==> src/logic/ipve_params.svh <==
// constants of the interrupt priority vector encoder
// Function
// vector register reports top pending code
// codes pre-shifted, always even
// vector read has no side effect
// host then reads owning status register
// nothing pending or stop wake reads zero
// smallest nonzero code wins
// voltage codes 0x02 0x04 0x06
// timer codes 0x08 to 0x10
// serial codes 0x12 0x14 0x16
// adc and overtemp codes 0x18 to 0x20
// high voltage 0x22, overvoltage 0x24
// vector at offset 0x02 of window
// voltage summary never encoded
// voltage status read acks voltage sources
// rearm only after condition vanishes
// lin status read acks lin overtemp
// high side status read acks hs overtemp
// low side status read acks ls overtemp
// hall supply read acks hall overtemp
// irq out high while pending, normal mode
// source mirror read-only, no ack
// vector upper bits zero, writes ignored
// vector tracks pending set within one clock
`ifndef IPVE_PARAMS_SVH
`define IPVE_PARAMS_SVH
`define IPVE_OFF_MIRROR_LO 8'h00
`define IPVE_OFF_MIRROR_HI 8'h01
`define IPVE_OFF_VECTOR 8'h02
`define IPVE_BASE_BLOCKING 16'h0200
`define IPVE_BASE_NONBLOCKING 16'h0300
`define IPVE_NSRC 18
`define IPVE_NONE 8'h00
`define IPVE_SRC_LVI 0
`define IPVE_SRC_HTI 1
`define IPVE_SRC_LBI 2
`define IPVE_SRC_TMR 3
`define IPVE_SRC_SER 8
`define IPVE_SRC_ADC 11
`define IPVE_SRC_LIN 12
`define IPVE_SRC_HIGH_SIDE_OVERTEMP_IRQ 13
`define IPVE_SRC_LOW_SIDE_OVERTEMP_IRQ 14
`define IPVE_SRC_HOT 15
`define IPVE_SRC_HVI 16
`define IPVE_SRC_VROV 17
`define IPVE_M_VSI 0
`define IPVE_M_TMR 1
`define IPVE_M_SER 6
`define IPVE_M_ADC 9
`define IPVE_M_OT 10
`endif

==> src/logic/ipve_pkg.sv <==
// types of the interrupt priority vector encoder
package ipve_pkg;
    typedef logic [7:0] ipve_byte_t;
    typedef logic [17:0] ipve_src_t;
endpackage

==> src/logic/ipve_encoder.sv <==
// interrupt priority encoder with vector and source mirror registers
`include "ipve_params.svh"
module ipve_encoder (
    input wire logic clk,
    input wire logic sys_rst,
    input wire logic normal_mode,
    input wire logic stop_wake,
    input wire logic [4:0] voltage_cond,
    input wire logic [4:0] timer_irq,
    input wire logic [2:0] serial_irq,
    input wire logic adc_sequence_done_irq,
    input wire logic [3:0] overtemp_cond,
    input wire logic rd_strobe,
    input wire logic wr_strobe,
    input wire logic [7:0] rd_addr,
    input wire logic voltage_status_rd,
    input wire logic lin_status_rd,
    input wire logic high_side_status_rd,
    input wire logic low_side_status_rd,
    input wire logic hall_supply_rd,
    output ipve_pkg::ipve_byte_t rd_data,
    output ipve_pkg::ipve_byte_t interrupt_vector_reg,
    output logic [15:0] source_mirror_reg,
    output logic die_link_irq_out
);
    import ipve_pkg::*;

    // voltage_cond bits: 0 low volt, 1 reg hot, 2 low batt, 3 high volt, 4 reg overvolt
    // overtemp_cond bits: 0 lin, 1 high side, 2 low side, 3 hall supply

    ////////////////////////////////////////////////////////////////////////
    // condition-based sources: latched on rising edge, cleared by owner read
    logic [8:0] cond_sync1_reg, cond_sync2_reg, cond_prev_reg;
    logic [8:0] cond_sync1_next, cond_sync2_next, cond_prev_next;
    logic [8:0] cond_pend_reg, cond_pend_next;
    logic [8:0] ack_vec;

    always_comb begin
        ack_vec = {{4{1'b0}}, {5{voltage_status_rd}}};
        ack_vec[5] = lin_status_rd;
        ack_vec[6] = high_side_status_rd;
        ack_vec[7] = low_side_status_rd;
        ack_vec[8] = hall_supply_rd;
        cond_sync1_next = {overtemp_cond, voltage_cond};
        cond_sync2_next = cond_sync1_reg;
        cond_prev_next = cond_sync2_reg;
        // set beats clear; a level held high never re-arms by itself
        cond_pend_next = (cond_pend_reg & ~ack_vec) | (cond_sync2_reg & ~cond_prev_reg);
    end

    always_ff @(posedge clk) begin
        if (sys_rst) begin
            cond_sync1_reg <= '0;
            cond_sync2_reg <= '0;
            cond_prev_reg <= '0;
            cond_pend_reg <= '0;
        end else begin
            cond_sync1_reg <= cond_sync1_next;
            cond_sync2_reg <= cond_sync2_next;
            cond_prev_reg <= cond_prev_next;
            cond_pend_reg <= cond_pend_next;
        end
    end

    ////////////////////////////////////////////////////////////////////////
    // peripheral request levels, owned and cleared by their units
    logic [8:0] per_sync1_reg, per_sync2_reg;
    logic [8:0] per_sync1_next, per_sync2_next;
    logic stop_sync1_reg, stop_sync2_reg, norm_sync1_reg, norm_sync2_reg;
    logic stop_sync1_next, stop_sync2_next, norm_sync1_next, norm_sync2_next;

    always_comb begin
        per_sync1_next = {adc_sequence_done_irq, serial_irq, timer_irq};
        per_sync2_next = per_sync1_reg;
        stop_sync1_next = stop_wake;
        stop_sync2_next = stop_sync1_reg;
        norm_sync1_next = normal_mode;
        norm_sync2_next = norm_sync1_reg;
    end

    always_ff @(posedge clk) begin
        if (sys_rst) begin
            per_sync1_reg <= '0;
            per_sync2_reg <= '0;
            stop_sync1_reg <= 1'b0;
            stop_sync2_reg <= 1'b0;
            norm_sync1_reg <= 1'b0;
            norm_sync2_reg <= 1'b0;
        end else begin
            per_sync1_reg <= per_sync1_next;
            per_sync2_reg <= per_sync2_next;
            stop_sync1_reg <= stop_sync1_next;
            stop_sync2_reg <= stop_sync2_next;
            norm_sync1_reg <= norm_sync1_next;
            norm_sync2_reg <= norm_sync2_next;
        end
    end

    ////////////////////////////////////////////////////////////////////////
    // priority encode; index order is priority order
    function automatic ipve_byte_t ipve_encode(input ipve_src_t p);
        ipve_byte_t code;
        code = `IPVE_NONE;
        for (int i = `IPVE_NSRC - 1; i >= 0; i--) begin
            if (p[i]) begin
                code = {1'b0, 6'(i + 1), 1'b0};
            end
        end
        return code;
    endfunction

    ipve_src_t pend;
    logic [15:0] mirror_next;
    ipve_byte_t vector_next, rd_data_next;
    logic irq_next;

    always_comb begin
        // summary bit is not a source here, only a mirror bit
        pend = '0;
        pend[`IPVE_SRC_LVI] = cond_pend_reg[0];
        pend[`IPVE_SRC_HTI] = cond_pend_reg[1];
        pend[`IPVE_SRC_LBI] = cond_pend_reg[2];
        pend[`IPVE_SRC_TMR +: 5] = per_sync2_reg[4:0];
        pend[`IPVE_SRC_SER +: 3] = per_sync2_reg[7:5];
        pend[`IPVE_SRC_ADC] = per_sync2_reg[8];
        pend[`IPVE_SRC_LIN] = cond_pend_reg[5];
        pend[`IPVE_SRC_HIGH_SIDE_OVERTEMP_IRQ] = cond_pend_reg[6];
        pend[`IPVE_SRC_LOW_SIDE_OVERTEMP_IRQ] = cond_pend_reg[7];
        pend[`IPVE_SRC_HOT] = cond_pend_reg[8];
        pend[`IPVE_SRC_HVI] = cond_pend_reg[3];
        pend[`IPVE_SRC_VROV] = cond_pend_reg[4];
        mirror_next = '0;
        mirror_next[`IPVE_M_VSI] = |cond_pend_reg[4:0];
        mirror_next[`IPVE_M_TMR +: 5] = per_sync2_reg[4:0];
        mirror_next[`IPVE_M_SER +: 3] = per_sync2_reg[7:5];
        mirror_next[`IPVE_M_ADC] = per_sync2_reg[8];
        mirror_next[`IPVE_M_OT +: 4] = cond_pend_reg[8:5];
        if (stop_sync2_reg) begin
            vector_next = `IPVE_NONE;
        end else begin
            vector_next = ipve_encode(pend);
        end
        irq_next = norm_sync2_reg && (|pend);
        // reads only observe; writes never reach any state
        // reads return the registered copies so data matches what the pins show
        rd_data_next = rd_data;
        if (rd_strobe && !wr_strobe) begin
            case (rd_addr)
                `IPVE_OFF_MIRROR_LO: rd_data_next = source_mirror_reg[7:0];
                `IPVE_OFF_MIRROR_HI: rd_data_next = source_mirror_reg[15:8];
                `IPVE_OFF_VECTOR: rd_data_next = interrupt_vector_reg;
                default: rd_data_next = `IPVE_NONE;
            endcase
        end
    end

    always_ff @(posedge clk) begin
        if (sys_rst) begin
            interrupt_vector_reg <= `IPVE_NONE;
            source_mirror_reg <= '0;
            die_link_irq_out <= 1'b0;
            rd_data <= `IPVE_NONE;
        end else begin
            interrupt_vector_reg <= vector_next;
            source_mirror_reg <= mirror_next;
            die_link_irq_out <= irq_next;
            rd_data <= rd_data_next;
        end
    end
endmodule

==> config.mk <==
export PLATFORM = sky130hd
export DESIGN_NAME = ipve_encoder
export DESIGN_NICKNAME = d
export VERILOG_FILES = /design/src/logic/ipve_pkg.sv /design/src/logic/ipve_encoder.sv
export VERILOG_INCLUDE_DIRS = /design/src /design/src/logic
export SDC_FILE = /design/constraint.sdc
export NUM_CORES = 1
export LEC_CHECK = 0
export BUFFER_PORTS_ARGS = -buffer_cell sky130_fd_sc_hd__buf_2
export CAP_MARGIN = 20
export CORE_UTILIZATION = 33
export DETAILED_ROUTE_END_ITERATION = 6
export PLACE_DENSITY = 0.58
export SLEW_MARGIN = 20
export SYNTH_ARGS = -nofsm -noshare
export SYNTH_HDL_FRONTEND = slang
export SYNTH_SLANG_ARGS = --single-unit
==> constraint.sdc <==
create_clock -name clk -period 2 [get_ports clk]
set_input_delay 0.2 -clock clk [delete_from_list [all_inputs] [get_ports clk]]
set_output_delay 0.2 -clock clk [all_outputs]
set_load 0.05 [all_outputs]
Yosys cells after proc, flatten, opt, wreduce, memory -nomap -nowiden --
Cells that the tools add are included.
Cells by class: equal/unequal tests 2, muxes and demuxes 19, add/subtract/negate cells 0, $lt $le $gt $ge 0, bitwise logic cells 5, shifts and indexed selects 0, div/mod/pow operators 0, reductions and logical operators 12, $mul 0
Operator list (number):
- $mux W5 | 8
- $pmux W8 S3 | 1
- $reduce_or A19 Y1 | 1
- $and A9 B9 Y9 | 2
- $mux W6 | 3
- $not A9 Y9 | 2
- $reduce_or A18 Y1 | 1
- $reduce_or A17 Y1 | 1
- $mux W4 | 4
- $reduce_or A5 Y1 | 2
- $or A9 B9 Y9 | 1
- $reduce_or A9 Y1 | 1
- $eq A8 B1 Y1 const B | 1
- $eq A8 B2 Y1 const B | 1
- $logic_not A8 Y1 | 1
- $mux W3 | 2
- $reduce_or A3 Y1 | 1
- $logic_and A1 B1 Y1 | 2
- $mux W2 | 1
- $reduce_or A2 Y1 | 1
- $logic_not A1 Y1 | 1
Storage, ports and cells: bits in registers 91, logic and storage cells 58, latch bits 0, memory bits (read-only) 0, input bits 37, RAM bits 0, output and inout port bits 33, memories kept 0

Depth between registers and ports, before layout --
Gate-level depths: netlist of run 1.
depth in word-level cells 18, depth in mapped cells 5, mapped depth without buffers 4

Least setup slack after synthesis of run 1 --
Ideal clock, no wire load.
path type input port to flip-flop, from input port rd_addr[2], to register rd_data[0], stages on the path 4, required time 1929 ps, buffers on the path 0, setup slack 307 ps, library setup time 71 ps, data arrival time 1623 ps, path through or4_1 or4_1 or3_1 a21oi_1
Between the ends: cells in the longest elaborated chain, start to end 2, elaborated cells between the ends (all ways) 4, those cells by class eq/ne (2); mux (1); reduce/logical (1)
RTL lines:
- from (decl) | RTL line ipve_encoder.sv:15 | input wire logic [7:0] rd_addr,
- $eq A8 B2 Y1 (tied with other cells) | RTL line ipve_encoder.sv:148 | case (rd_addr)
- $pmux W8 S3 (*) | RTL line ipve_encoder.sv:148
- to (signal assigned) | RTL line ipve_encoder.sv:162 | rd_data <= `IPVE_NONE;
- to (signal assigned) | RTL line ipve_encoder.sv:167 | rd_data <= rd_data_next;
- to (decl) | RTL line ipve_encoder.sv:21 | output ipve_pkg::ipve_byte_t rd_data,
Mark *: on every way between the ends. The rest lies on a longest branch, timed or not. A chain may end at the register's enable or synchronous reset.

Worst setup path after layout of run 1 --
from register cond_pend_reg[3], to register interrupt_vector_reg[1]
Between the ends: cells in the longest elaborated chain, start to end 17
RTL lines:
- from (decl) | RTL line ipve_encoder.sv:35 | logic [8:0] cond_pend_reg, cond_pend_next;
- from (signal assigned) | RTL line ipve_encoder.sv:61 | cond_pend_reg <= cond_pend_next;
- $mux W6 (2 in a row) | RTL line ipve_encoder.sv:105 | if (p[i]) begin
- $mux W5 (8 in a row) | RTL line ipve_encoder.sv:105
- $mux W4 (4 in a row) | RTL line ipve_encoder.sv:105
- $mux W3 (2 in a row) | RTL line ipve_encoder.sv:105
- $mux W2 | RTL line ipve_encoder.sv:105
- to (signal assigned) | RTL line ipve_encoder.sv:159 | interrupt_vector_reg <= `IPVE_NONE;
- to (signal assigned) | RTL line ipve_encoder.sv:164 | interrupt_vector_reg <= vector_next;
- to (decl) | RTL line ipve_encoder.sv:22 | output ipve_pkg::ipve_byte_t interrupt_vector_reg,
No other way between the ends.

==> reports/results.tsv, run 1 <==
stage	metric	value	unit
yosys	syn_inst	267	
clocking	htreeDepth	3	
yosys	synth_most_common_cell	dfxtp_1	
pwr	powerDensity	937.5	nW/um^2
yosys	synth_area_leaders	dfxtp_1, nor2b_1, a22o_1	
yosys	synth_edf_count	0	
critical_path	crit_slowest_cell	a2111oi_0	
critical_path	arrival	1.71	ns
route	wl	4987	microns
die	die_w	94.12	microns
clocking	cts_hold_buffers	0	
pwr	ir_drop	0.0003473	V
grt	grt_overflow	0	
clocking	clock_latency	0.35	ns
route	firstDrtPassIters	4	
timing	min_period_over_period	76.62	%
yosys	synth_ff_type	dfxtp_1	
clocking	cts_buffer_depth	2	
die	dieArea	8858	sq um
route	drc	0	
yosys	synth_area	2800	sq um
route	antenna_left	0	
run_status	status	completed	
clocking	cts_resized	0	
yosys	synth_area_per_cell	10.49	sq um
placed_design	place_area	3207	sq um
yosys	synth-seq-area-share	61.48	%
layout	antennaDiodeCount	0	
grt	grt_max_degree	38	
route	wire_per_inst	11.26	microns
layout	area_growth	20.91	%
yosys	synth-seq-cells	86	
clocking	cts_tree	done	
placed_design	gp_congestion	0.8737	
critical_path	cp.required	2.18	ns
clocking	clk_pin_slew	0.09	ns
clocking	cts_root_buf	clkbuf_8	
yosys	netlist_top_cells_count	dfxtp_1, nor2b_1, nor2_1	
timing	maxSlewViolCount	0	
yosys	async_flop_share	0	%
timing	hold_viol	0	
layout	nets	370	
layout	design_area	3386	sq um
clocking	cts_made_buffers	9	
min_path	worstHoldPathType	in2reg	
die	core_area	8217	sq um
placed_design	io_buffers	64	
clocking	cts_sinks	86	
die	die_h	94.12	microns
yosys	yosysTopAreaCellShare	61.48	%
critical_path	critPathKind	reg2reg	
yosys	yosys_warnings	0	
timing	fmax	0.6525	GHz
route	drt-initial-drc-count	134	
critical_path	critPathLaunchType	register	
layout	largest_reg_flops	14	
critical_path	cp-end-kind	register	
grt	grt_pass1_vias	1763	
timing	min_period	1.532	ns
timing	setup_viol	0	
flow_run	maxCapViolations	0	
grt	grt_antenna_before_repair	0	
layout	drive_above_1_share	24.56	%
route	vias	1912	
timing	whs	0.05671	ns
timing	rsz0062_at_grt	false	
timing	relSlewSlack	52.87	%
route	drt-vias-per-instance	4.316	
yosys	yosysTopAreaCell	dfxtp_1	
pwr	p_leak	1.457	nW
critical_path	max_stage_delay	0.59	ns
grt	grt_pass1_wl	8010	microns
timing	worst_slew_pin_slew	0.7069	ns
critical_path	path_max_fanout	5	
placed_design	hpwl	3659	microns
layout	fin_util	41.21	%
layout	fill_cells	832	
die	initial_core_util	34.08	%
critical_path	path_cells	nor2b_1, o21ai_0, o2111a_1, a2111oi_0	
clocking	post_cts_buffers	0	
grt	grt_util_all_layers	12.09	%
die	io_pins	70	
timing	setup_tns	0	ns
yosys	ys_types	29	
timing	finalClockSkew	0.01089	ns
die	num_rows	33	
[power breakdown]
part,total (W),internal (W),switching [W]
logic,0.000280,0.000103,0.000177
registers,0.00181,0.00178,0.0000311
clock network,0.00109,0.000464,0.000622
[area by class of cell]
cell class	instances	area (sq um)	share of cell area, %
sequential	86	1722	50.85
multi-input combinational	158	973.4	28.75
timing repair buffer	66	335.3	9.904
tap	105	131.4	3.880
clock buffer	9	123.9	3.659
clock inverter	7	55.05	1.626
inverter	12	45.04	1.330
[kinds of logic (layout without fill, tap and decap cells)]
logic type / Yosys count / in the layout / share of synthesized area [%]
buffers and inverters: 27 / 94 / 4.290
AND/OR/NAND/NOR: 111 / 111 / 23.01
flip-flops: 86 / 86 / 61.48
other: 1 / 5 / 0.1339
AO/OA/AOI/OAI: 36 / 36 / 8.937
multiplexers: 6 / 6 / 2.145
[through the flow]
step | total power [W] | setup slack, ns | cells
finish | 0.003174 | 0.4675 | 443
global route | 0.003322 | 0.4106 | 443
CTS | 0.003216 | 0.4844 | 443
detailed placement | 0.002133 | 0.1301 | 427
global placement | 0.002129 | 0.1599 | 427
floorplan | 0.002052 | 0.3067 | 271
[worst paths after layout]
kind                                      from                                  to  slack [ns]  cells after the start
hold reg to reg   cond_sync1_reg[2]$_SDFF_PP0_        cond_prev_next[2]$_SDFF_PP0_        0.44                      1
setup reg to reg   cond_pend_reg[3]$_SDFF_PP0_  interrupt_vector_reg[1]$_SDFF_PP0_        0.47                      4
setup / recovery   cond_pend_reg[3]$_SDFF_PP0_  interrupt_vector_reg[1]$_SDFF_PP0_        0.47                      4
hold / removal                overtemp_cond[2]        cond_sync1_reg[7]$_SDFF_PP0_        0.06                      2
[cell usage in the layout (no fill, tap or decap), types with 2 or more instances in the layout]
cell type	instances
a21oi_1	9
a22o_1	9
a32oi_1	2
buf_2	64
buf_4	2
clkbuf_8	9
clkinvlp_4	2
conb_1	5
dfxtp_1	86
inv_1	12
inv_6	3
mux2i_1	6
nand2_1	9
nand2b_1	9
nor2_1	14
nor2b_1	64
nor3_1	3
nor3b_1	2
nor4_1	3
o21ai_0	8
o31ai_1	2
or4_1	3
[worst max-delay path, delay by kind of cell, from the launching register on]
family             cells  cell delay [ns]
and+or+nand+nor        1             0.15
AOI/OAI and AO/OA      3             0.82
DFF                    1             0.41
[routing by layer]
layer,GRT usage (%),part of all wire (%)
met5,0,0
met4,6.154,1.4
met3,3.641,5.6
met2,18.80,44
met1,15.07,49
No activity file was read; power rests on OpenSTA's default activity.
==> inputs of run 2 (changes only) <==
clock period = 1.5 ns   (was 2 ns; I/O delays follow)
==> reports/results.tsv, run 2 (synthesis results as in run 1) <==
stage	metric	value	unit
run_status	status	completed	
critical_path	path_cells	or4_1, nor2b_1, and4b_1, nor3b_1	
timing	hold_viol	0	
placed_design	dp_cells	433	
grt	grt_overflow	0	
route	wire_per_inst	10.96	microns
placed_design	io_buffers	64	
grt	grt_max_degree	21	
die	io_pins	70	
route	drt-initial-drc-count	110	
layout	nets	380	
clocking	cts_buffer_depth	2	
min_path	worstHoldStart	overtemp_cond[1]	
route	wl	4967	microns
clocking	clock_latency	0.34	ns
die	num_rows	33	
grt	grt_pass1_vias	1772	
critical_path	critPathLaunchType	register	
layout	fill_cells	838	
pwr	p_leak	1.526	nW
clocking	htreeDepth	3	
pwr	powerDensity	1258	nW/um^2
timing	maxSlewViolCount	0	
timing	fmax	0.6927	GHz
critical_path	crit_slowest_cell	or4_1	
grt	grt_pass1_wl	8093	microns
layout	largest_reg_flops	14	
layout	area_growth	25.29	%
timing	relSlewSlack	64.12	%
die	core_area	8217	sq um
route	vias	1941	
clocking	cts_sinks	86	
critical_path	cp.required	1.73	ns
flow_run	maxCapViolations	0	
layout	fin_util	42.70	%
critical_path	critPathKind	reg2reg	
placed_design	gp_congestion	0.8172	
timing	min_period	1.444	ns
critical_path	cp-startpoint	cond_pend_reg[6]$_SDFF_PP0_	
timing	min_period_over_period	96.24	%
clocking	cts_made_buffers	9	
die	initial_core_util	34.08	%
grt	grt_util_all_layers	11.95	%
critical_path	max_stage_delay	0.54	ns
clocking	post_cts_buffers	0	
die	die_w	94.12	microns
clocking	cts_tree	done	
route	drc	0	
layout	stdcell_count	453	
timing	setup_viol	0	
critical_path	path_max_fanout	4	
timing	worst_slew_pin_slew	0.5334	ns
layout	regArea	1722	sq um
min_path	worstHoldPathType	in2reg	
critical_path	rr_startpoint	cond_pend_reg[6]$_SDFF_PP0_	
clocking	clk_pin_slew	0.09	ns
route	drt-vias-per-instance	4.285	
timing	finalClockSkew	0.009452	ns
layout	final_common_cell	dfxtp_1	
layout	antennaDiodeCount	0	
critical_path	cp-end-kind	register	
grt	grt_antenna_before_repair	0	
pwr	ir_drop	0.0005638	V
timing	rsz0062_at_grt	false	
layout	final_cell_mix	dfxtp_1, nor2b_1, buf_2	
critical_path	arrival	1.68	ns
placed_design	hpwl	3740	microns
die	die_h	94.12	microns
layout	drive_above_1_share	26.15	%
die	dieArea	8858	sq um
route	firstDrtPassIters	4	
layout	multi_input_area	982.2	sq um
route	antenna_left	0	
clocking	cts_root_buf	clkbuf_8	
-- run 2: cell count changes in the layout (fill, tap and decap cells not counted), moves of 2 or more --
cell           before  now
clkinv_4            1    3
buf_4               2    8
inv_6               3    1
dlygate4sd3_1       0    4
clkinvlp_4          2    0
or4_1               3    1
or4_4               0    2
-- run 2: timing repair --
item                                    CTS  global route
hold buffers                              4             0
endpoints found under the setup margin    0             1
resized for setup                         0             1
hold endpoints to repair                  4             0
-- run 2: power breakdown --
part           leakage [nW]  internal [W]  total, W  switching (W)
Clock                 0.107      0.000826   0.00160       0.000773
Sequential            0.705       0.00237   0.00241      0.0000432
Combinational         0.714      0.000158  0.000399       0.000241
Total                  1.53       0.00335   0.00441        0.00106
-- run 2: per-layer routing --
metal  share of wire (%)  routed length (microns)  vias to the layer above  global-route usage [%]
li1                    -                        -                     1019                       -
met5                   0                        0                        -                       0
met4                0.28                       14                        0                   4.615
met3                 6.8                      340                        2                   4.045
met1                  48                     2360                      853                   14.71
met2                  45                     2251                       67                   19.16
-- run 2: stage by stage --
stage                     setup slack [ns]  TNS (ns)  hold WS, ns  cell area, sq um  power [W]
after floorplan                   -0.08469   -0.4160       0.2782              2823   0.002737
after global placement             -0.2474    -1.346       0.3568              3259   0.002857
after detailed placement           -0.2789    -1.494       0.3617              3259   0.002861
after CTS                          0.04356         0    0.0002306              3507   0.004479
after global routing              0.007482         0     0.001100              3508   0.004635
final                              0.05645         0      0.01635              3508   0.004412
-- run 2: worst paths after layout --
check                                       to  slack (ns)  cells past startpoint
hold / removal    cond_sync1_reg[6]$_SDFF_PP0_        0.02                      2
hold reg to reg   cond_prev_next[6]$_SDFF_PP0_        0.44                      1
setup / recovery   die_link_irq_out$_SDFF_PP0_        0.06                      4
setup reg to reg   die_link_irq_out$_SDFF_PP0_        0.06                      4
-- run 2: final cells by class --
class                           count  area share [%]
Clock buffer                       10           3.923
Clock inverter                      6           1.997
Inverter                           12           1.284
Multi-Input combinational cell    158           28.00
Sequential cell                    86           49.07
Tap cell                          105           3.745
Timing Repair Buffer               76           11.98
-- run 2: worst max-delay path, delay by kind of cell, from the launching register on --
| kind | cells | cell delay (ns) |
|---|---|---|
| and+or+nand+nor | 4 | 1.00 |
| DFF | 1 | 0.34 |
==> inputs of run 3 (changes only) <==
CORE_ASPECT_RATIO = 1.1   (was unset)
GPL_TIMING_DRIVEN = 0   (was unset)
==> reports/results.tsv, run 3 (synthesis results as in run 1) <==
stage	metric	value	unit
die	die_h	98.61	microns
clocking	clock_latency	0.35	ns
critical_path	r2r_end	die_link_irq_out$_SDFF_PP0_	
clocking	cts_tree	done	
critical_path	path_max_fanout	4	
timing	finalClockSkew	0.009959	ns
critical_path	critPathLaunchType	register	
die	io_pins	70	
grt	grt_pass1_wl	8625	microns
pwr	clock_power_share	36.3	%
timing	worst_slew_pin_slew	0.5312	ns
die	initial_core_util	34.64	%
pwr	ir_drop	0.0004703	V
pwr	powerDensity	1249	nW/um^2
layout	design_area	3566	sq um
grt	grt_overflow	0	
layout	area_growth	27.35	%
clocking	cts_made_buffers	9	
route	wl_met3	396	microns
critical_path	critPathKind	reg2reg	
run_status	status	completed	
critical_path	r2r_cells	4	
clocking	htreeDepth	3	
placed_design	gp_congestion	0.9070	
pwr	p_comb_share	9.4	%
pwr	intPower	0.003367	W
pwr	p_leak	1.538	nW
pwr	seqPwrFrac	54.2	%
clocking	cts_buffer_depth	2	
die	core_area	8083	sq um
layout	nets	388	
timing	maxSlewViolCount	0	
clocking	cts_root_buf	clkbuf_8	
grt	grt_max_degree	16	
pwr	swShare	24.38	%
timing	rsz0062_at_grt	false	
route	firstDrtPassIters	4	
placed_design	hpwl	3977	microns
route	drt-initial-drc-count	142	
layout	antennaDiodeCount	0	
layout	fin_util	44.12	%
route	wl	5301	microns
critical_path	rr_startpoint	cond_pend_reg[7]$_SDFF_PP0_	
grt	grt_pass1_vias	1869	
timing	whs	0.009282	ns
route	drt-vias-per-instance	4.304	
route	drt-met1-wl	2407	microns
clocking	cts_sinks	86	
placed_design	place_area	3268	sq um
timing	min_period_over_period	97.70	%
timing	hold_viol	0	
critical_path	cp.required	1.72	ns
route	antenna_left	0	
timing	min_period	1.465	ns
placed_design	io_buffers	62	
timing	setup_slack	0.03454	ns
die	num_rows	34	
layout	final_common_cell	dfxtp_1	
route	wire_per_inst	11.42	microns
placed_design	place_ws	-0.3083	ns
flow_run	maxCapViolations	0	
grt	grt_util_all_layers	12.68	%
critical_path	cp-startpoint	cond_pend_reg[7]$_SDFF_PP0_	
grt	grt_antenna_before_repair	0	
die	dieArea	8858	sq um
timing	setup_viol	0	
route	drc	0	
critical_path	rrSetupSlack	0.03	ns
layout	largest_reg_flops	14	
layout	final_cell_mix	dfxtp_1, nor2b_1, buf_2	
route	vias	1997	
route	top_layer_used	met4	
min_path	worstHoldPathType	in2reg	
route	dr_wl_met2	2315	microns
critical_path	cp-end-kind	register	
timing	relSlewSlack	64.59	%
min_path	hold-path-cell-count	2	
timing	fmax	0.6824	GHz
critical_path	arrival	1.68	ns
pwr	switchingPower	0.001086	W
clocking	clk_pin_slew	0.09	ns
timing	setup_tns	0	ns
critical_path	crit_end	die_link_irq_out$_SDFF_PP0_	
die	die_w	89.83	microns
layout	drive_above_1_share	25.56	%
-- run 3: power groups by stage --
stage	clock network [W]	registers, W	logic [W]
5_1_grt	0.00177	0.00243	0.000458
6_report	0.00162	0.00241	0.000421
3_3_place_gp	0	0.00247	0.000387
4_1_cts	0.00168	0.00241	0.000414
3_5_place_dp	0	0.00247	0.000394
2_1_floorplan	0	0.00254	0.000201
-- run 3: worst min path at each step --
| stage | from | to | slack [ns] |
|---|---|---|---|
| global route | stop_wake | stop_sync1_reg$_SDFF_PP0_ | 0.001 |
| global placement | normal_mode | norm_sync1_reg$_SDFF_PP0_ | 0.36 |
| finish | voltage_cond[4] | cond_sync1_reg[4]$_SDFF_PP0_ | 0.009 |
| detailed placement | timer_irq[4] | per_sync1_reg[4]$_SDFF_PP0_ | 0.37 |
| CTS | voltage_cond[4] | cond_sync1_reg[4]$_SDFF_PP0_ | 0.0002 |
| floorplan | voltage_cond[0] | cond_sync1_reg[0]$_SDFF_PP0_ | 0.28 |
-- run 3: worst max-delay path, cell delays in order (launching register included) --
cell and delay [ns]:
dfxtp_1 0.34, or4_4 0.56, nor2b_4 0.13, and4b_1 0.24
nor3b_1 0.06
-- run 3: stage by stage --
step,instances,total power [W]
2_1_floorplan,271,0.002737
3_3_place_gp,441,0.002854
3_5_place_dp,441,0.002860
4_1_cts,464,0.004503
5_1_grt,464,0.004658
6_report,464,0.004453
-- run 3: metal layers --
metal,up-vias,track usage (%)
met3,16,3.781
met4,0,9.206
met5,-,0
met1,863,14.89
met2,82,19.76
li1,1036,-
-- run 3: area by class of cell --
class	count	area, sq um
Timing Repair Buffer	69	377.9
Clock inverter	6	68.82
Clock buffer	10	137.6
Inverter	12	45.04
Sequential cell	86	1722
Tap cell	108	135.1
Multi-Input combinational cell	158	1005
Buffer	15	75.07
Fill cell	824	4517
-- run 3: repair_timing --
action | CTS | global route
setup endpoints to repair | 2 | 2
endpoints found under the hold margin | 6 | 0
setup buffers | 1 | 0
gates resized for setup | 2 | 4
pin swaps | 0 | 0
hold buffers | 6 | 0
